==> config.mk <==
export PLATFORM = sky130hd
export DESIGN_NAME = sdu_startup_delay
export DESIGN_NICKNAME = d
export VERILOG_FILES = /design/src/include/sdu_pkg.sv /design/src/hdl/sdu_startup_delay.sv
export SDC_FILE = /design/constraint.sdc
export NUM_CORES = 1
export LEC_CHECK = 0
export BUFFER_PORTS_ARGS = -buffer_cell sky130_fd_sc_hd__buf_2
export CORE_MARGIN = 1
export CORE_UTILIZATION = 57
export CTS_BUF_LIST = sky130_fd_sc_hd__clkbuf_2
export DETAILED_ROUTE_END_ITERATION = 10
export GPL_ROUTABILITY_DRIVEN = 0
export PLACE_DENSITY = 0.9
export SLEW_MARGIN = 20
export SYNTH_ARGS = -nofsm -noshare
export SYNTH_HDL_FRONTEND = slang
export SYNTH_SLANG_ARGS = --single-unit
==> constraint.sdc <==
create_clock -name ref_clk_i -period 5.5 [get_ports ref_clk_i]
set_input_delay 1.1 -clock ref_clk_i [delete_from_list [all_inputs] [get_ports ref_clk_i]]
set_output_delay 1.1 -clock ref_clk_i [all_outputs]
set_load 0.03 [all_outputs]
==> src/include/sdu_pkg.sv <==
// Constants and types for the startup delay unlock block
//------------------------------------------------------------
// Summary of operation
// - Delay register value counts boot delay in 100 ms units.
// - On next boot, wait the programmed delay before I/O bus init.
// - Accepted delay write after correct key clears the unlock register.
// - Delay accepts 0 (off) up to 3000 units, 300 seconds.
// - Delay value kept in nonvolatile storage across resets.
// - Boot delay runs only with the mode switch in run at boot.
// - Leaving run while counting ends the delay at once.
// - First half of delay: status LED blinks slowly, about 1 Hz.
// - Second half of delay: status LED blinks fast, about 4 Hz.
//------------------------------------------------------------
package sdu_pkg;
   // Register indices; byte address is four times the index
   localparam logic [19:0] IDX_UNLOCK = 20'h318DA;
   localparam logic [19:0] IDX_DELAY = 20'h318DB;
   localparam logic [19:0] IDX_STATUS = 20'h318DC;
   localparam logic [21:0] ADDR_UNLOCK = {IDX_UNLOCK, 2'b00};
   localparam logic [21:0] ADDR_DELAY = {IDX_DELAY, 2'b00};
   localparam logic [21:0] ADDR_STATUS = {IDX_STATUS, 2'b00};
   // Register values
   localparam logic [31:0] UNLOCK_KEY = 32'h424F6F74;
   localparam logic [31:0] UNLOCK_RESET = 32'h00000000;
   localparam logic [11:0] DELAY_MAX = 12'hBB8;
   localparam logic [11:0] DELAY_RESET = 12'h000;
   // Status fields
   localparam int STAT_WAIT_BIT = 0;
   localparam int STAT_DONE_BIT = 1;
   localparam int STAT_FAST_BIT = 2;
   // Timing
   localparam int unsigned CLK_HZ = 50_000_000;
   localparam int unsigned UNIT_MS = 100;
   localparam int unsigned SLOW_HZ = 1;
   localparam int unsigned FAST_HZ = 4;
   localparam int unsigned UNIT_CYC = CLK_HZ / 1000 * UNIT_MS;
   localparam int unsigned SLOW_HALF_CYC = CLK_HZ / (2 * SLOW_HZ);
   localparam int unsigned FAST_HALF_CYC = CLK_HZ / (2 * FAST_HZ);
   localparam logic [1:0] SETTLE_CYC = 2'h3;
   // Register port request
   typedef struct packed {
      logic [21:0] addr;
      logic [31:0] wdata;
      logic wr;
      logic rd;
   } sdu_req_s;
   // Boot sequencer states
   typedef enum logic [1:0] {
      ST_LOAD = 2'b00,
      ST_WAIT = 2'b01,
      ST_DONE = 2'b10
   } sdu_state_e;
endpackage : sdu_pkg
==> src/hdl/sdu_startup_delay.sv <==
// Startup delay sequencer with unlock key and remanent delay register
`timescale 1ns/100ps
module sdu_startup_delay
   import sdu_pkg::*;
#(
   parameter int unsigned UNIT_CYCLES = UNIT_CYC,
   parameter int unsigned SLOW_HALF = SLOW_HALF_CYC,
   parameter int unsigned FAST_HALF = FAST_HALF_CYC
) (
   // Clock and reset
   input wire logic ref_clk_i,
   input wire logic rst_n_i,
   // Register port
   input wire sdu_req_s bus_req_i,
   output logic [31:0] bus_rdata_o,
   // Nonvolatile store
   input wire logic [11:0] nv_delay_i,
   output logic nv_wr_o,
   output logic [11:0] nv_data_o,
   // Mode switch pin and boot outputs
   input wire logic operating_mode_switch_i,
   output logic boot_status_led_o,
   output logic io_bus_init_o
);

   //------------------------------------------------------------
   // Switch synchroniser
   //------------------------------------------------------------
   logic run_meta;
   logic run_sync;

   // Two flops before any logic
   always_ff @(posedge ref_clk_i or negedge rst_n_i) begin
      if (!rst_n_i) begin
         run_meta <= 1'b0;
         run_sync <= 1'b0;
      end else begin
         run_meta <= operating_mode_switch_i;
         run_sync <= run_meta;
      end
   end

   //------------------------------------------------------------
   // Register decode
   //------------------------------------------------------------
   logic [31:0] unlock_key;
   logic [11:0] boot_delay;
   sdu_state_e state;
   logic fast_phase;
   wire sel_unlock = (bus_req_i.addr == ADDR_UNLOCK);
   wire sel_delay = (bus_req_i.addr == ADDR_DELAY);
   wire sel_status = (bus_req_i.addr == ADDR_STATUS);
   wire key_ok = (unlock_key == UNLOCK_KEY);
   wire in_range = (bus_req_i.wdata <= {20'h00000, DELAY_MAX});
   wire delay_take = bus_req_i.wr && sel_delay && key_ok && in_range;
   wire [31:0] status_word = {29'h0, fast_phase && state == ST_WAIT,
      state == ST_DONE, state == ST_WAIT};
   wire [31:0] next_rdata = !bus_req_i.rd ? 32'h00000000 :
      sel_unlock ? unlock_key :
      sel_delay ? {20'h00000, boot_delay} :
      sel_status ? status_word : 32'h00000000;

   // Unlock register: key stored, cleared by accepted delay write
   always_ff @(posedge ref_clk_i or negedge rst_n_i) begin
      if (!rst_n_i) begin
         unlock_key <= UNLOCK_RESET;
      end else if (delay_take) begin
         unlock_key <= UNLOCK_RESET;
      end else if (bus_req_i.wr && sel_unlock) begin
         unlock_key <= bus_req_i.wdata;
      end
   end

   // Read data, one cycle after the strobe
   always_ff @(posedge ref_clk_i or negedge rst_n_i) begin
      if (!rst_n_i) begin
         bus_rdata_o <= 32'h00000000;
      end else begin
         bus_rdata_o <= next_rdata;
      end
   end

   //------------------------------------------------------------
   // Delay register and nonvolatile write-through
   //------------------------------------------------------------
   logic [1:0] settle;
   wire [11:0] nv_clamped = (nv_delay_i > DELAY_MAX) ? DELAY_MAX : nv_delay_i;

   // Load from store after reset, guarded writes afterwards
   always_ff @(posedge ref_clk_i or negedge rst_n_i) begin
      if (!rst_n_i) begin
         boot_delay <= DELAY_RESET;
         nv_wr_o <= 1'b0;
         nv_data_o <= DELAY_RESET;
      end else begin
         nv_wr_o <= delay_take;
         if (delay_take) begin
            boot_delay <= bus_req_i.wdata[11:0];
            nv_data_o <= bus_req_i.wdata[11:0];
         end else if (state == ST_LOAD && settle == 2'h0) begin
            boot_delay <= nv_clamped;
         end
      end
   end

   //------------------------------------------------------------
   // Boot sequencer
   //------------------------------------------------------------
   logic [11:0] target;
   logic [11:0] units;
   logic [22:0] unit_cnt;
   logic [24:0] blink_cnt;
   wire unit_end = (unit_cnt == 23'(UNIT_CYCLES - 1));
   wire wait_end = (units == target);
   wire [24:0] half_len = fast_phase ? 25'(FAST_HALF) : 25'(SLOW_HALF);
   wire blink_end = (blink_cnt >= half_len - 25'h0000001);
   wire settled = (settle == SETTLE_CYC);
   wire start_wait = settled && run_sync && (target != 12'h000);
   assign fast_phase = ({units, 1'b0} >= {1'b0, target});
   assign io_bus_init_o = (state == ST_DONE);

   // Settle counter lets the switch pass the synchroniser
   always_ff @(posedge ref_clk_i or negedge rst_n_i) begin
      if (!rst_n_i) begin
         settle <= 2'h0;
      end else if (state == ST_LOAD && !settled) begin
         settle <= settle + 2'h1;
      end
   end

   // State transitions
   always_ff @(posedge ref_clk_i or negedge rst_n_i) begin
      if (!rst_n_i) begin
         state <= ST_LOAD;
      end else begin
         case (state)
            ST_LOAD: begin
               if (start_wait) begin
                  state <= ST_WAIT;
               end else if (settled) begin
                  state <= ST_DONE;
               end
            end
            ST_WAIT: begin
               if (!run_sync || wait_end) begin
                  state <= ST_DONE;
               end
            end
            ST_DONE: state <= ST_DONE;
            default: state <= ST_LOAD;
         endcase
      end
   end

   // Target captured once per boot; later writes serve the next boot
   always_ff @(posedge ref_clk_i or negedge rst_n_i) begin
      if (!rst_n_i) begin
         target <= DELAY_RESET;
      end else if (state == ST_LOAD && settle == 2'h1) begin
         target <= boot_delay;
      end
   end

   // Unit timer: one unit per 100 ms
   always_ff @(posedge ref_clk_i or negedge rst_n_i) begin
      if (!rst_n_i) begin
         unit_cnt <= 23'h000000;
         units <= 12'h000;
      end else if (state == ST_WAIT) begin
         unit_cnt <= unit_end ? 23'h000000 : unit_cnt + 23'h000001;
         if (unit_end) begin
            units <= units + 12'h001;
         end
      end
   end

   // Status LED blinker, half period by phase
   always_ff @(posedge ref_clk_i or negedge rst_n_i) begin
      if (!rst_n_i) begin
         blink_cnt <= 25'h0000000;
         boot_status_led_o <= 1'b0;
      end else if (state == ST_WAIT) begin
         blink_cnt <= blink_end ? 25'h0000000 : blink_cnt + 25'h0000001;
         if (blink_end) begin
            boot_status_led_o <= !boot_status_led_o;
         end
      end else begin
         blink_cnt <= 25'h0000000;
         boot_status_led_o <= 1'b0;
      end
   end
endmodule : sdu_startup_delay

# After elaboration in Yosys (flattened, before gate mapping)
# Index checks and enable logic that the tools add are counted.
[word_totals] ff_bits=168 inputBits=71 out_inout_bits=47 wordCells=76
[classes] n_addsub=5 magnitude_cmp=4 eq_ne=13 mux=19 reduce_logical=21
[op_table] operator="32-bit 2-to-1 mux" n=4
[op_table] operator="25-bit 2-to-1 mux" n=3
[op_table] operator="22-bit by 20-bit == test with 1-bit output (second input constant)" n=3
[op_table] operator="12-bit 2-to-1 mux" n=4
[op_table] operator="32-bit by 31-bit == test with 1-bit output (second input constant)" n=1
[op_table] operator="32-bit by 12-bit <= comparator with 1-bit output (second input constant)" n=1
[op_table] operator="25-bit by 1-bit adder with 25-bit output (second input constant)" n=1
[op_table] operator="25-bit >= comparator" n=1
[op_table] operator="25-bit by 1-bit subtractor with 25-bit output (second input constant)" n=1
[op_table] operator="23-bit by 1-bit adder with 23-bit output (second input constant)" n=1
[op_table] operator="23-bit == test (second input constant)" n=1
[op_table] operator="23-bit 2-to-1 mux" n=1
[op_table] operator="13-bit by 12-bit >= comparator with 1-bit output" n=1
[op_table] operator="12-bit by 1-bit adder with 12-bit output (second input constant)" n=1
[op_table] operator="12-bit == test" n=1
[op_table] operator="12-bit greater-than comparator (second input constant)" n=1
[op_table] operator="12-bit nonzero test" n=1
[op_table] operator="1-bit logical AND" n=10
[op_table] operator="2-bit 2-to-1 mux" n=3
[op_table] operator="2-bit case mux with 3 select lines" n=1
[op_table] operator="2-bit by 1-bit == test with 1-bit output (second input constant)" n=2
[op_table] operator="2-bit == test (second input constant)" n=2
[op_table] operator="2-bit zero test" n=2
[op_table] operator="2-bit by 1-bit != test with 1-bit output (second input constant)" n=2
[op_table] operator="other kinds (8)" n=13

# Depth between registers and ports, before layout
# Gate-level depths: netlist of the first run.
[logic_depth] depth_word=6 mapped_depth=14 depth_no_buf=13

# Least setup slack after synthesis of the first run
# OpenSTA, ideal clock, no wires.
[synth_timing] path_kind="register -> register" from="register target[6]" to="register boot_status_led_o" setup_time_ps=125 arrival_time_ps=3094 setup_slack_ps=2281 stages_incl_launch_ff=13 path_cell_list="dfrtp_1 inv_1 ha_1 a21o_1 a211oi_1 nor2_1 or3_1 ha_1 a211oi_1 o211ai_1 a2111oi_0 o21ai_1 mux2_2"
[synth_between] elab_chain_len=5
[synth_lines] element="start, declared" line="sdu_startup_delay.sv:109" text="logic [11:0] target;"
[synth_lines] element="start signal, assigned" line="sdu_startup_delay.sv:160" text="target <= boot_delay;"
[synth_lines] element="13-bit by 12-bit >= comparator with 1-bit output" line="sdu_startup_delay.sv:119" text="assign fast_phase = ({units, 1'b0} >= {1'b0, target});"
[synth_lines] element="25-bit 2-to-1 mux" line="sdu_startup_delay.sv:115" text="wire [24:0] half_len = fast_phase ? 25'(FAST_HALF) : 25'(SLOW_HALF);"
[synth_lines] element="25-bit by 1-bit subtractor with 25-bit output" line="sdu_startup_delay.sv:116" text="wire blink_end = (blink_cnt >= half_len - 25'h0000001);"
[synth_lines] element="25-bit >= comparator" line="sdu_startup_delay.sv:116"
[synth_lines] element="2-bit by 1-bit != test with 1-bit output (no line)"
[synth_lines] element="end signal, assigned" line="sdu_startup_delay.sv:185" text="boot_status_led_o <= !boot_status_led_o;"
[synth_lines] element="end, declared" line="sdu_startup_delay.sv:22" text="output logic boot_status_led_o,"
# No other way between the ends.
# A chain may end at the register's enable or synchronous reset.

# Worst setup path in the final report of the first run
# Same ends and word-level chain as after synthesis.

==> results.ini, run 1 <==
[outcome]
status=complete, no violations

[layout]
final_nets=988
drive_above_1_share_pct=22.5
syn2layout_area_growth_pct=11.7
nFillCells=1115

[global_route]
overflow=0
grt_pass1_vias=6264
grt_antenna_before_repair=1
grtUsageTotal_pct=27.0
busiest_layer=met2
met1_usage_pct=36.0
grt_start_max_net_pins=64
grt_pass1_wl_mm=31.1
use_met3_pct=5.72
met2_usage_pct=43.0

[setup_path]
cp_slowest_cell=or3_1
worst_path_largest_cell_delay_ns=0.50
r2r-end=boot_status_led_o
crit_fanout=19
arrival_ns=4.72
critical_path_class=reg -> reg
crit_chain=inv_1, ha_1, a21o_1, a211oi_1, nor2_1, or3_1, ha_1, a211oi_1, o211ai_1, a2111oi_0, o21ai_1, buf_4, mux2_2
r2r_setup_slack_ns=1.46
reg2reg_depth=13
r2r-start=target[6]
worstPathRequired_ns=6.19
startpoint_type=flop
crit_path_end_kind=flop

[logic_synthesis]
syn-cell-area_um2=8430
ys.flop_type=dfrtp_1
syn-num-nets=869
synth_top_area_cell=dfrtp_1
synth.distinct_cells=61
ys_ff_latch=168
avgSynthCellArea_um2=11.0
synth-edff-count=0
netlist_top_cells_area=dfrtp_1, mux2_2, ha_1, mux2i_1, nor2_1
yosysWarnings=0
ys_async_sr_fraction_pct=100
syn_inst=769
seq_area_frac_synth_pct=49.9
synth_top_area_share_pct=49.9

[timing]
clock.fmax_mhz=248
setup_violations=0
rsz0062_at_grt=no
worst_pin_slew_ns=0.860
fin_crit_ns=4.04
finalHoldViolCount=0
skew_ns=0.0282
whs_ns=0.233
fin_tns_setup_ns=0
drv_slew=0
relSlewSlack_pct=41.8
fin_crit_sh_pct=73.4

[clock_network]
clock-sinks=168
tritoncts=built
cts.htree.levels=4
post_cts_resized=0
post-cts-setup-buffer-count=0
clk_pin_slew_ns=0.25
cts_buffer_depth=2
postCtsHoldBufs=0
clk_latency_ns=0.79
numCtsBuffers=17
cts_root_buf=clkbuf_2

[power_and_ir_drop]
switching_share_pct=30.0
p_per_area_nw_per_um2=235
p_sw_mw=0.665
power_frac_comb_pct=11.5
ir_drop_mv=0.191
cellLeakagePower_nw=4.69
seqPwrFrac_pct=59.2
clockPowerShare_pct=29.3
p_int_mw=1.55

[flow_run]
max_cap_violations=0

[detailed_routing]
ant_nets=0
routed_wl_mm=18.9
via_count=6364
drt_pass1_iterations=5
avgViaCountPerCell=5.86
routedWlPerCell_um=17.4
drc=0
drt_iter0_drc=356

[place]
port_buffers=117
dpl.hpwl_mm=13.7

[floorplan]
core.rowCount=44
die_width_um=124
fp.dieArea_um2=15300
start_util_pct=58.2
ioPinCount=118
die_h_um=124
coreArea_um2=14500

[hold_path]
hold_path.class=in -> async

cells by family after synthesis:
| logic type | count (synthesis) | share of synthesized area (%) |
|---|---|---|
| compound gates | 61 | 4.76 |
| xor+xnor | 62 | 6.44 |
| flops | 168 | 49.9 |
| buf+inv | 55 | 2.69 |
| simple gates | 310 | 20.8 |
| fa+ha+maj | 29 | 4.30 |
| mux | 84 | 11.2 |
stage by stage:
step | setup slack (ns) | area (um^2) | std cells | util, % | power, mW
floorplan | 2.28 | 8430 | 769 | - | 1.46
global placement | 1.83 | 9180 | 1053 | 63.4 | 1.57
detailed placement | 1.59 | 9180 | 1053 | 63.4 | 1.59
CTS | 1.53 | 9410 | 1085 | 65.0 | 2.23
global route | 1.09 | 9420 | 1086 | 65.0 | 2.31
finish | 1.46 | 9420 | 1086 | 65.0 | 2.22
state kept, by name, summed over array words and instances (netlist names):
signal / flops
unit_cnt: 23
blink_cnt: 25
units: 12
run_meta: 1
nv_wr_o: 1
unlock_key: 32
nv_data_o: 12
target: 12
boot_status_led_o: 1
state: 2
bus_rdata_o: 32
boot_delay: 12
settle: 2
run_sync: 1
power groups by stage:
stage / registers (mW) / clock network, mW / logic [mW]
floorplan: 1.32 / 0 / 0.140
global placement: 1.33 / 0 / 0.243
detailed placement: 1.33 / 0 / 0.255
CTS: 1.31 / 0.661 / 0.256
global route: 1.32 / 0.713 / 0.282
finish: 1.31 / 0.650 / 0.254
layer usage:
layer  vias to the layer above  wire length (um)
li1                       2994                 -
met1                      3106              8130
met2                       219              9230
met3                        45              1080
met4                         0               496
met5                         -                 0
worst max-delay path by stage:
stage                   start                 to  slack [ns]
floorplan           target[6]  boot_status_led_o        2.28
global placement     units[5]  boot_status_led_o        1.83
detailed placement  target[6]  boot_status_led_o        1.59
CTS                 target[6]  boot_status_led_o        1.53
global route        target[6]  boot_status_led_o        1.09
finish              target[6]  boot_status_led_o        1.46
synthesized netlist by cell type, types with 21 or more instances:
| library cell | count |
|---|---|
| xnor2_1 | 32 |
| nand2_1 | 45 |
| nand3_1 | 23 |
| mux2i_1 | 31 |
| inv_1 | 34 |
| ha_1 | 29 |
| mux2_2 | 34 |
| dfrtp_1 | 168 |
| and2_1 | 25 |
| nand4_1 | 21 |
| nor4_1 | 29 |
| xor2_1 | 30 |
| nor2_1 | 77 |
worst max-delay path: cells and delay by family (launching register included):
| kind | cells | cell delay (ns) |
|---|---|---|
| buf+inv | 2 | 0.35 |
| fa+ha+maj | 2 | 0.65 |
| flops | 1 | 0.47 |
| compound gates | 6 | 1.58 |
| mux | 1 | 0.28 |
| simple gates | 2 | 0.60 |
cells in the final DEF, fill, tap and decap left out, types with 6 or more instances in the layout:
cell type    n
a21oi_1     14
and2_1      25
and3_1      16
buf_2      116
clkbuf_2    18
dfrtp_1    168
ha_1        29
inv_1       34
mux2_1      10
mux2_2      34
mux2_4       9
mux2i_1     31
nand2_1     45
nand2b_1     6
nand3_1     23
nand4_1     21
nor2_1      77
nor3_1      14
nor4_1      29
nor4b_1      7
nor4bb_1     7
o21ai_0     12
or3_1        6
xnor2_1     32
xor2_1      30
layout make-up:
class                   count  area, um^2  area share, %
flip-flops and latches    168        4200           44.7
clock buffers              18        90.1          0.957
repair buffers            121         622           6.60
clock inverters            14         140           1.49
diodes                      1        2.50         0.0266
inverters                  34         128           1.36
well taps                 184         230           2.45
multi-input cells         546        4000           42.5
Note: power is estimated with default switching activity, not from simulation.
==> inputs of run 2 (changes only) <==
- ABC_AREA: unset -> 1
- clock period: 5.5 -> 3.9 ns (I/O delays scaled with it)
==> run 2 against run 1 <==
Effect of this change:
- worst hold slack worse by 0.13 ns
- die area up 7.8%
- combinational power up 44%
- critical endpoint is now blink_cnt[16]
- highest routed layer unchanged
==> results.ini, run 2 <==
[outcome]
status=complete, no violations

[clock_network]
cts_buffer_depth=2  ; unchanged
post-cts-setup-buffer-count=0  ; unchanged
numCtsBuffers=17  ; unchanged
clk_pin_slew_ns=0.28  ; +0.03 ns
clock-sinks=168  ; unchanged
tritoncts=built
clk_latency_ns=0.78  ; about the same
cts.htree.levels=4  ; unchanged
cts_root_buf=clkbuf_2

[layout]
final_nets=1406  ; +42%
mostFrequentLayoutCell=nand2_1
nFillCells=1250  ; +12%
stdcell_count=1531  ; +41%
drive_above_1_share_pct=13.0  ; -9.6 points
final_cell_mix=nand2_1, dfrtp_1, inv_1, nor2_1, nand3_1
largestRegisters=bus_rdata_o x32, unlock_key x32, blink_cnt x25
syn2layout_area_growth_pct=11.2

[power_and_ir_drop]
ir_drop_mv=0.332  ; +74%
cellLeakagePower_nw=5.30  ; +13%
p_per_area_nw_per_um2=313  ; +33%

[hold_path]
holdPathEnd=run_meta
hold_path.class=in -> reg
hold_start=operating_mode_switch_i
min_path_cells=1

[logic_synthesis]
synth_top_area_cell=dfrtp_1
synth-compound-area-share_pct=4.57  ; -0.20 points
ys_ff_latch=168  ; unchanged
syn_inst=1193  ; +55%
ys_async_sr_fraction_pct=100  ; unchanged
synthTopCellsByCount=nand2_1, dfrtp_1, inv_1
syn-num-nets=1293  ; +49%
synthSimpleGateAreaFrac_pct=32.8  ; +12 points
synth-edff-count=0  ; unchanged
avgSynthCellArea_um2=7.62  ; -30%
synthMuxAreaShare_pct=0  ; -11 points
synth_top_family_by_area=simple AND/OR/NAND/NOR gates
netlist_top_cells_area=dfrtp_1, nand2_1, nand3_1, inv_1, nor2_1
synth.distinct_cells=38  ; -38%
ys.flop_type=dfrtp_1
synth_most_common_cell=nand2_1
synth_xor_area_share_pct=4.14  ; -2.3 points
synth_fa_ha_area_share_pct=3.99  ; -0.32 points
seq_area_frac_synth_pct=46.2  ; -3.7 points
yosysWarnings=0  ; unchanged
synth_top_area_share_pct=46.2  ; -3.7 points
syn-cell-area_um2=9090  ; +7.9%

[setup_path]
crit_path_end_kind=flop
r2r-end=blink_cnt[16]
r2r_setup_slack_ns=0.40  ; -1.07 ns
critical_path_class=reg -> reg
reg2reg_depth=14  ; +1
crit_fanout=21  ; +2
r2r-start=units[5]
worstPathRequired_ns=4.55  ; -1.64 ns
startpoint_type=flop
arrival_ns=4.16  ; -0.56 ns

[floorplan]
core.rowCount=45  ; +2.3%
ioPinCount=118  ; unchanged
fp.dieArea_um2=16500  ; +7.8%
start_util_pct=59.2  ; +0.95 points
die_width_um=128  ; +3.8%
die_h_um=128  ; +3.8%
coreArea_um2=15400  ; +6.2%

[timing]
drv_slew=0  ; unchanged
fin_crit_ns=3.50  ; -0.532 ns
fin_tns_setup_ns=0  ; unchanged
rsz0062_at_grt=no
clock.fmax_mhz=285  ; +15%
worst_pin_slew_ns=0.768  ; -0.0921 ns
setup_violations=0  ; unchanged
finalHoldViolCount=0  ; unchanged
fin_crit_sh_pct=89.9  ; +16 points
skew_ns=0.0582  ; +0.0300 ns
relSlewSlack_pct=48.7  ; +6.9 points

[detailed_routing]
ant_nets=0  ; unchanged
via_count=8450  ; +33%
avgViaCountPerCell=5.52  ; -5.8%
routedWlPerCell_um=14.6  ; -16%
drt_pass1_iterations=8  ; +3
routed_wl_mm=22.4  ; +18%
drt_iter0_drc=925  ; +160%
drc=0  ; unchanged

[global_route]
use_met3_pct=5.68  ; -0.047 points
met2_usage_pct=45.5  ; +2.4 points
grt_pass1_wl_mm=36.4  ; +17%
grtUsageTotal_pct=28.2  ; +1.2 points
overflow=0  ; unchanged
grt_pass1_vias=7766  ; +24%
grt_start_max_net_pins=70  ; +9.4%
grt_antenna_before_repair=1  ; unchanged
met1_usage_pct=37.6  ; +1.5 points
busiest_layer=met2

[place]
port_buffers=117  ; unchanged
placed_cells=1497  ; +42%
dpl.hpwl_mm=16.0  ; +17%

[flow_run]
max_cap_violations=0  ; unchanged

==> run 2: cell type report <==
type | count | area (um^2) | area share (%)
inverter | 163 | 612 | 6.05
sequential | 168 | 4200 | 41.6
clock buffer | 17 | 85.1 | 0.842
multi-input combinational | 833 | 4140 | 40.9
tap | 211 | 264 | 2.61
antenna | 1 | 2.50 | 0.0248
clock inverter | 15 | 155 | 1.53
timing repair buffer | 123 | 652 | 6.45
==> run 2: cell families (layout without fill, tap and decap cells) <==
| family | count (synthesis) | after routing |
|---|---|---|
| AND/OR/NAND/NOR | 682 | 682 |
| buffers and inverters | 192 | 318 |
| flip-flops | 168 | 168 |
| AO/OA/AOI/OAI | 79 | 79 |
| XOR/XNOR | 43 | 43 |
| adder cells (fa/ha/maj) | 29 | 29 |
| other | 0 | 1 |
==> run 2: per-layer routing <==
metal / up-vias / share of wire [%] / wire [um]
li1: 4044 / - / -
met1: 3868 / 41 / 9120
met2: 469 / 47 / 10600
met3: 69 / 9.0 / 2010
met4: 0 / 3.1 / 690
met5: - / 0 / 0
==> run 2: worst max path at each step <==
stage / depth (start not counted) / start / end
final: 14 / units[5] / blink_cnt[16]
after global routing: 15 / target[8] / blink_cnt[16]
after CTS: 14 / units[5] / blink_cnt[16]
after detailed placement: 13 / units[5] / blink_cnt[17]
after global placement: 16 / units[1] / boot_status_led_o
after floorplan: 16 / units[1] / blink_cnt[19]
==> run 2: power breakdown <==
part | internal, mW | switching, mW | total, mW
Combinational | 0.122 | 0.244 | 0.366
Sequential | 1.79 | 0.0449 | 1.84
Clock | 0.260 | 0.698 | 0.958
==> run 2: critical path, stage by stage (launching register included) <==
cell,delay [ns]
dfrtp_1,0.52
ha_1,0.32
a21oi_1,0.16
o21ai_0,0.10
a21oi_1,0.14
nand2_1,0.23
inv_1,0.19
ha_1,0.28
nand3_1,0.09
nor2_1,0.05
nand2_1,0.07
nor2_1,0.04
nor2_1,0.41
nand2_1,0.53
nor2_1,0.25
==> run 2: repair_timing <==
action	in CTS	in global routing
endpoints found under the hold margin	63	0
resized for setup	0	0
hold buffers	1	0
==> run 2: through the flow <==
step / hold WS [ns] / total power, mW / setup WS [ns] / area [um^2] / util, %
2_1_floorplan: 0.331 / 2.08 / 1.36 / 9090 / -
3_3_place_gp: 0.334 / 2.22 / 0.769 / 9860 / 64.1
3_5_place_dp: 0.336 / 2.24 / 0.551 / 9860 / 64.1
4_1_cts: 0.0534 / 3.17 / 0.437 / 10100 / 65.8
5_1_grt: 0.0226 / 3.30 / 0.0497 / 10100 / 65.8
6_report: 0.101 / 3.16 / 0.396 / 10100 / 65.8
==> inputs of run 3 (changes only) <==
- CTS_BUF_LIST: sky130_fd_sc_hd__clkbuf_2 -> sky130_fd_sc_hd__clkbuf_8
- MAX_ROUTING_LAYER: unset -> met4
==> run 3 against run 2 <==
Effect of this change:
- clock-buffer cell count is 1 higher
- sequential power hardly changed
- final cell count is 0.13% lower
- global-route usage is 1.3 points higher
- combinational power hardly changed
- total power is 10% higher
- worst hold slack better by 0.18 ns
- fmax is 1.5% higher
- clock power is 35% higher
- register-to-register slack better by 0.05 ns
- largest cell class unchanged
==> results.ini, run 3 (synthesized netlist as in run 2, its figures left out) <==
[outcome]
status=complete, no violations

[layout]
final_cell_mix=nand2_1, dfrtp_1, inv_1, nor2_1, nand3_1
stdcell_count=1529  ; -0.13%
mostFrequentLayoutCell=nand2_1
syn2layout_area_growth_pct=12.8
n_antenna_cell=0  ; -1
final_cell_area_um2=10300  ; +1.4%
largestRegisters=bus_rdata_o x32, unlock_key x32, blink_cnt x25
final_nets=1405  ; -0.071%
drive_above_1_share_pct=13.1  ; +0.086 points

[timing]
worst_pin_slew_ns=0.790  ; +0.0220 ns
fin_tns_setup_ns=0  ; unchanged
rsz0062_at_grt=no
layout_setup_ws_ns=0.447  ; +0.0510 ns
drv_slew=0  ; unchanged
setup_violations=0  ; unchanged
clock.fmax_mhz=290  ; +1.5%
relSlewSlack_pct=47.2  ; -1.5 points
finalHoldViolCount=0  ; unchanged
fin_crit_sh_pct=88.5  ; -1.3 points
fin_crit_ns=3.45  ; -0.0510 ns
skew_ns=0.0200  ; -0.0382 ns

[detailed_routing]
drt_pass1_iterations=6  ; -2
drt_iter0_drc=825  ; -11%
via_count=8513  ; +0.75%
drc=0  ; unchanged
ant_nets=0  ; unchanged
routedWlPerCell_um=14.9  ; +2.0%
routed_wl_mm=22.8  ; +1.8%
avgViaCountPerCell=5.57  ; +0.88%

[setup_path]
arrival_ns=3.84  ; -0.32 ns
r2r-start=units[5]
r2r-end=blink_cnt[16]
crit_path_end_kind=flop
critical_path_class=reg -> reg
startpoint_type=flop
reg2reg_depth=14  ; unchanged
worstPathRequired_ns=4.28  ; -0.27 ns
r2r_setup_slack_ns=0.45  ; +0.05 ns
crit_fanout=21  ; unchanged

[place]
dpl.hpwl_mm=16.0  ; unchanged
port_buffers=117  ; unchanged
placed_cells=1497  ; unchanged
dp_slack_ns=0.551  ; unchanged
dpl_cell_area_um2=9860  ; unchanged

[global_route]
grt_pass1_vias=7842  ; +0.98%
grtUsageTotal_pct=29.5  ; +1.3 points
grt_antenna_before_repair=0  ; -1
overflow=0  ; unchanged
grt_pass1_wl_mm=36.8  ; +0.95%
grt_start_max_net_pins=70  ; unchanged

[floorplan]
ioPinCount=118  ; unchanged
fp.dieArea_um2=16500  ; unchanged
core.rowCount=45  ; unchanged
coreArea_um2=15400  ; unchanged
die_h_um=128  ; unchanged
die_width_um=128  ; unchanged
start_util_pct=59.2  ; unchanged

[power_and_ir_drop]
p_sw_mw=1.03  ; +4.6%
power_frac_comb_pct=10.5  ; -1.1 points
p_per_area_nw_per_um2=341  ; +8.8%
ir_drop_mv=0.291  ; -12%
cellLeakagePower_nw=5.35  ; +1.0%
switching_share_pct=29.5  ; -1.6 points
p_int_mw=2.46  ; +13%
clockPowerShare_pct=37.0  ; +6.7 points
seqPwrFrac_pct=52.5  ; -5.6 points
p_total_mw=3.49  ; +10%

[clock_network]
postCtsHoldBufs=0  ; -1
clk_latency_ns=0.49  ; -0.29 ns
numCtsBuffers=17  ; unchanged
cts_root_buf=clkbuf_8
cts_buffer_depth=2  ; unchanged
tritoncts=built
clk_pin_slew_ns=0.11  ; -0.17 ns
cts.htree.levels=4  ; unchanged
post-cts-setup-buffer-count=0  ; unchanged
clock-sinks=168  ; unchanged
post_cts_resized=0  ; unchanged

[hold_path]
hold_path.class=in -> async

[flow_run]
max_cap_violations=0  ; unchanged

-- run 3: cell count changes in the layout (fill, tap and decap cells not counted), sizes merged --
cell,change
diode,-1
dlygate4sd3,-1
clkinv,-1
clkbuf,+1
-- run 3: worst max-delay path, cell delays in order (launching register included) --
cell	delay, ns
dfrtp_1	0.47
ha_1	0.32
a21oi_1	0.17
o21ai_0	0.11
a21oi_1	0.15
nand2_1	0.22
inv_1	0.18
ha_1	0.28
nand3_1	0.09
nor2_1	0.05
nand2_1	0.06
nor2_1	0.04
nor2_1	0.41
nand2_1	0.54
nor2_1	0.27
-- run 3: per-stage QoR --
| stage | hold slack [ns] | util [%] |
|---|---|---|
| floorplan | 0.331 | - |
| global placement | 0.334 | 64.1 |
| detailed placement | 0.336 | 64.1 |
| CTS | 0.290 | 66.7 |
| global route | 0.320 | 66.7 |
| finish | 0.280 | 66.7 |
-- run 3: per-layer routing --
metal	vias up	global-route usage (%)	part of all wire, %
li1	4042	-	-
met1	3963	37.8	42
met2	441	45.8	47
met3	67	5.97	8.2
met4	0	12.3	2.9
met5	-	-	0
-- run 3: cell type report --
class | count | area (um^2)
Clock buffer | 18 | 248
Clock inverter | 14 | 151
Fill cell | 1208 | 5110
Inverter | 163 | 612
Multi-Input combinational cell | 833 | 4140
Sequential cell | 168 | 4200
Tap cell | 211 | 264
Timing Repair Buffer | 122 | 642
-- run 3: worst max-delay path by stage --
| stage | from | to | slack (ns) | depth (start not counted) |
|---|---|---|---|---|
| after floorplan | units[1] | blink_cnt[19] | 1.36 | 16 |
| after global placement | units[1] | boot_status_led_o | 0.77 | 16 |
| after detailed placement | units[5] | blink_cnt[17] | 0.55 | 13 |
| after CTS | target[2] | blink_cnt[16] | 0.49 | 17 |
| after global routing | units[2] | boot_status_led_o | 0.14 | 17 |
| final | units[5] | blink_cnt[16] | 0.45 | 14 |
-- run 3: power groups by stage --
stage	registers (mW)	logic [mW]	clock network (mW)
final	1.84	0.366	1.29
after global routing	1.84	0.413	1.36
after CTS	1.83	0.369	1.29
after detailed placement	1.87	0.367	0
after global placement	1.87	0.358	0
after floorplan	1.86	0.219	0
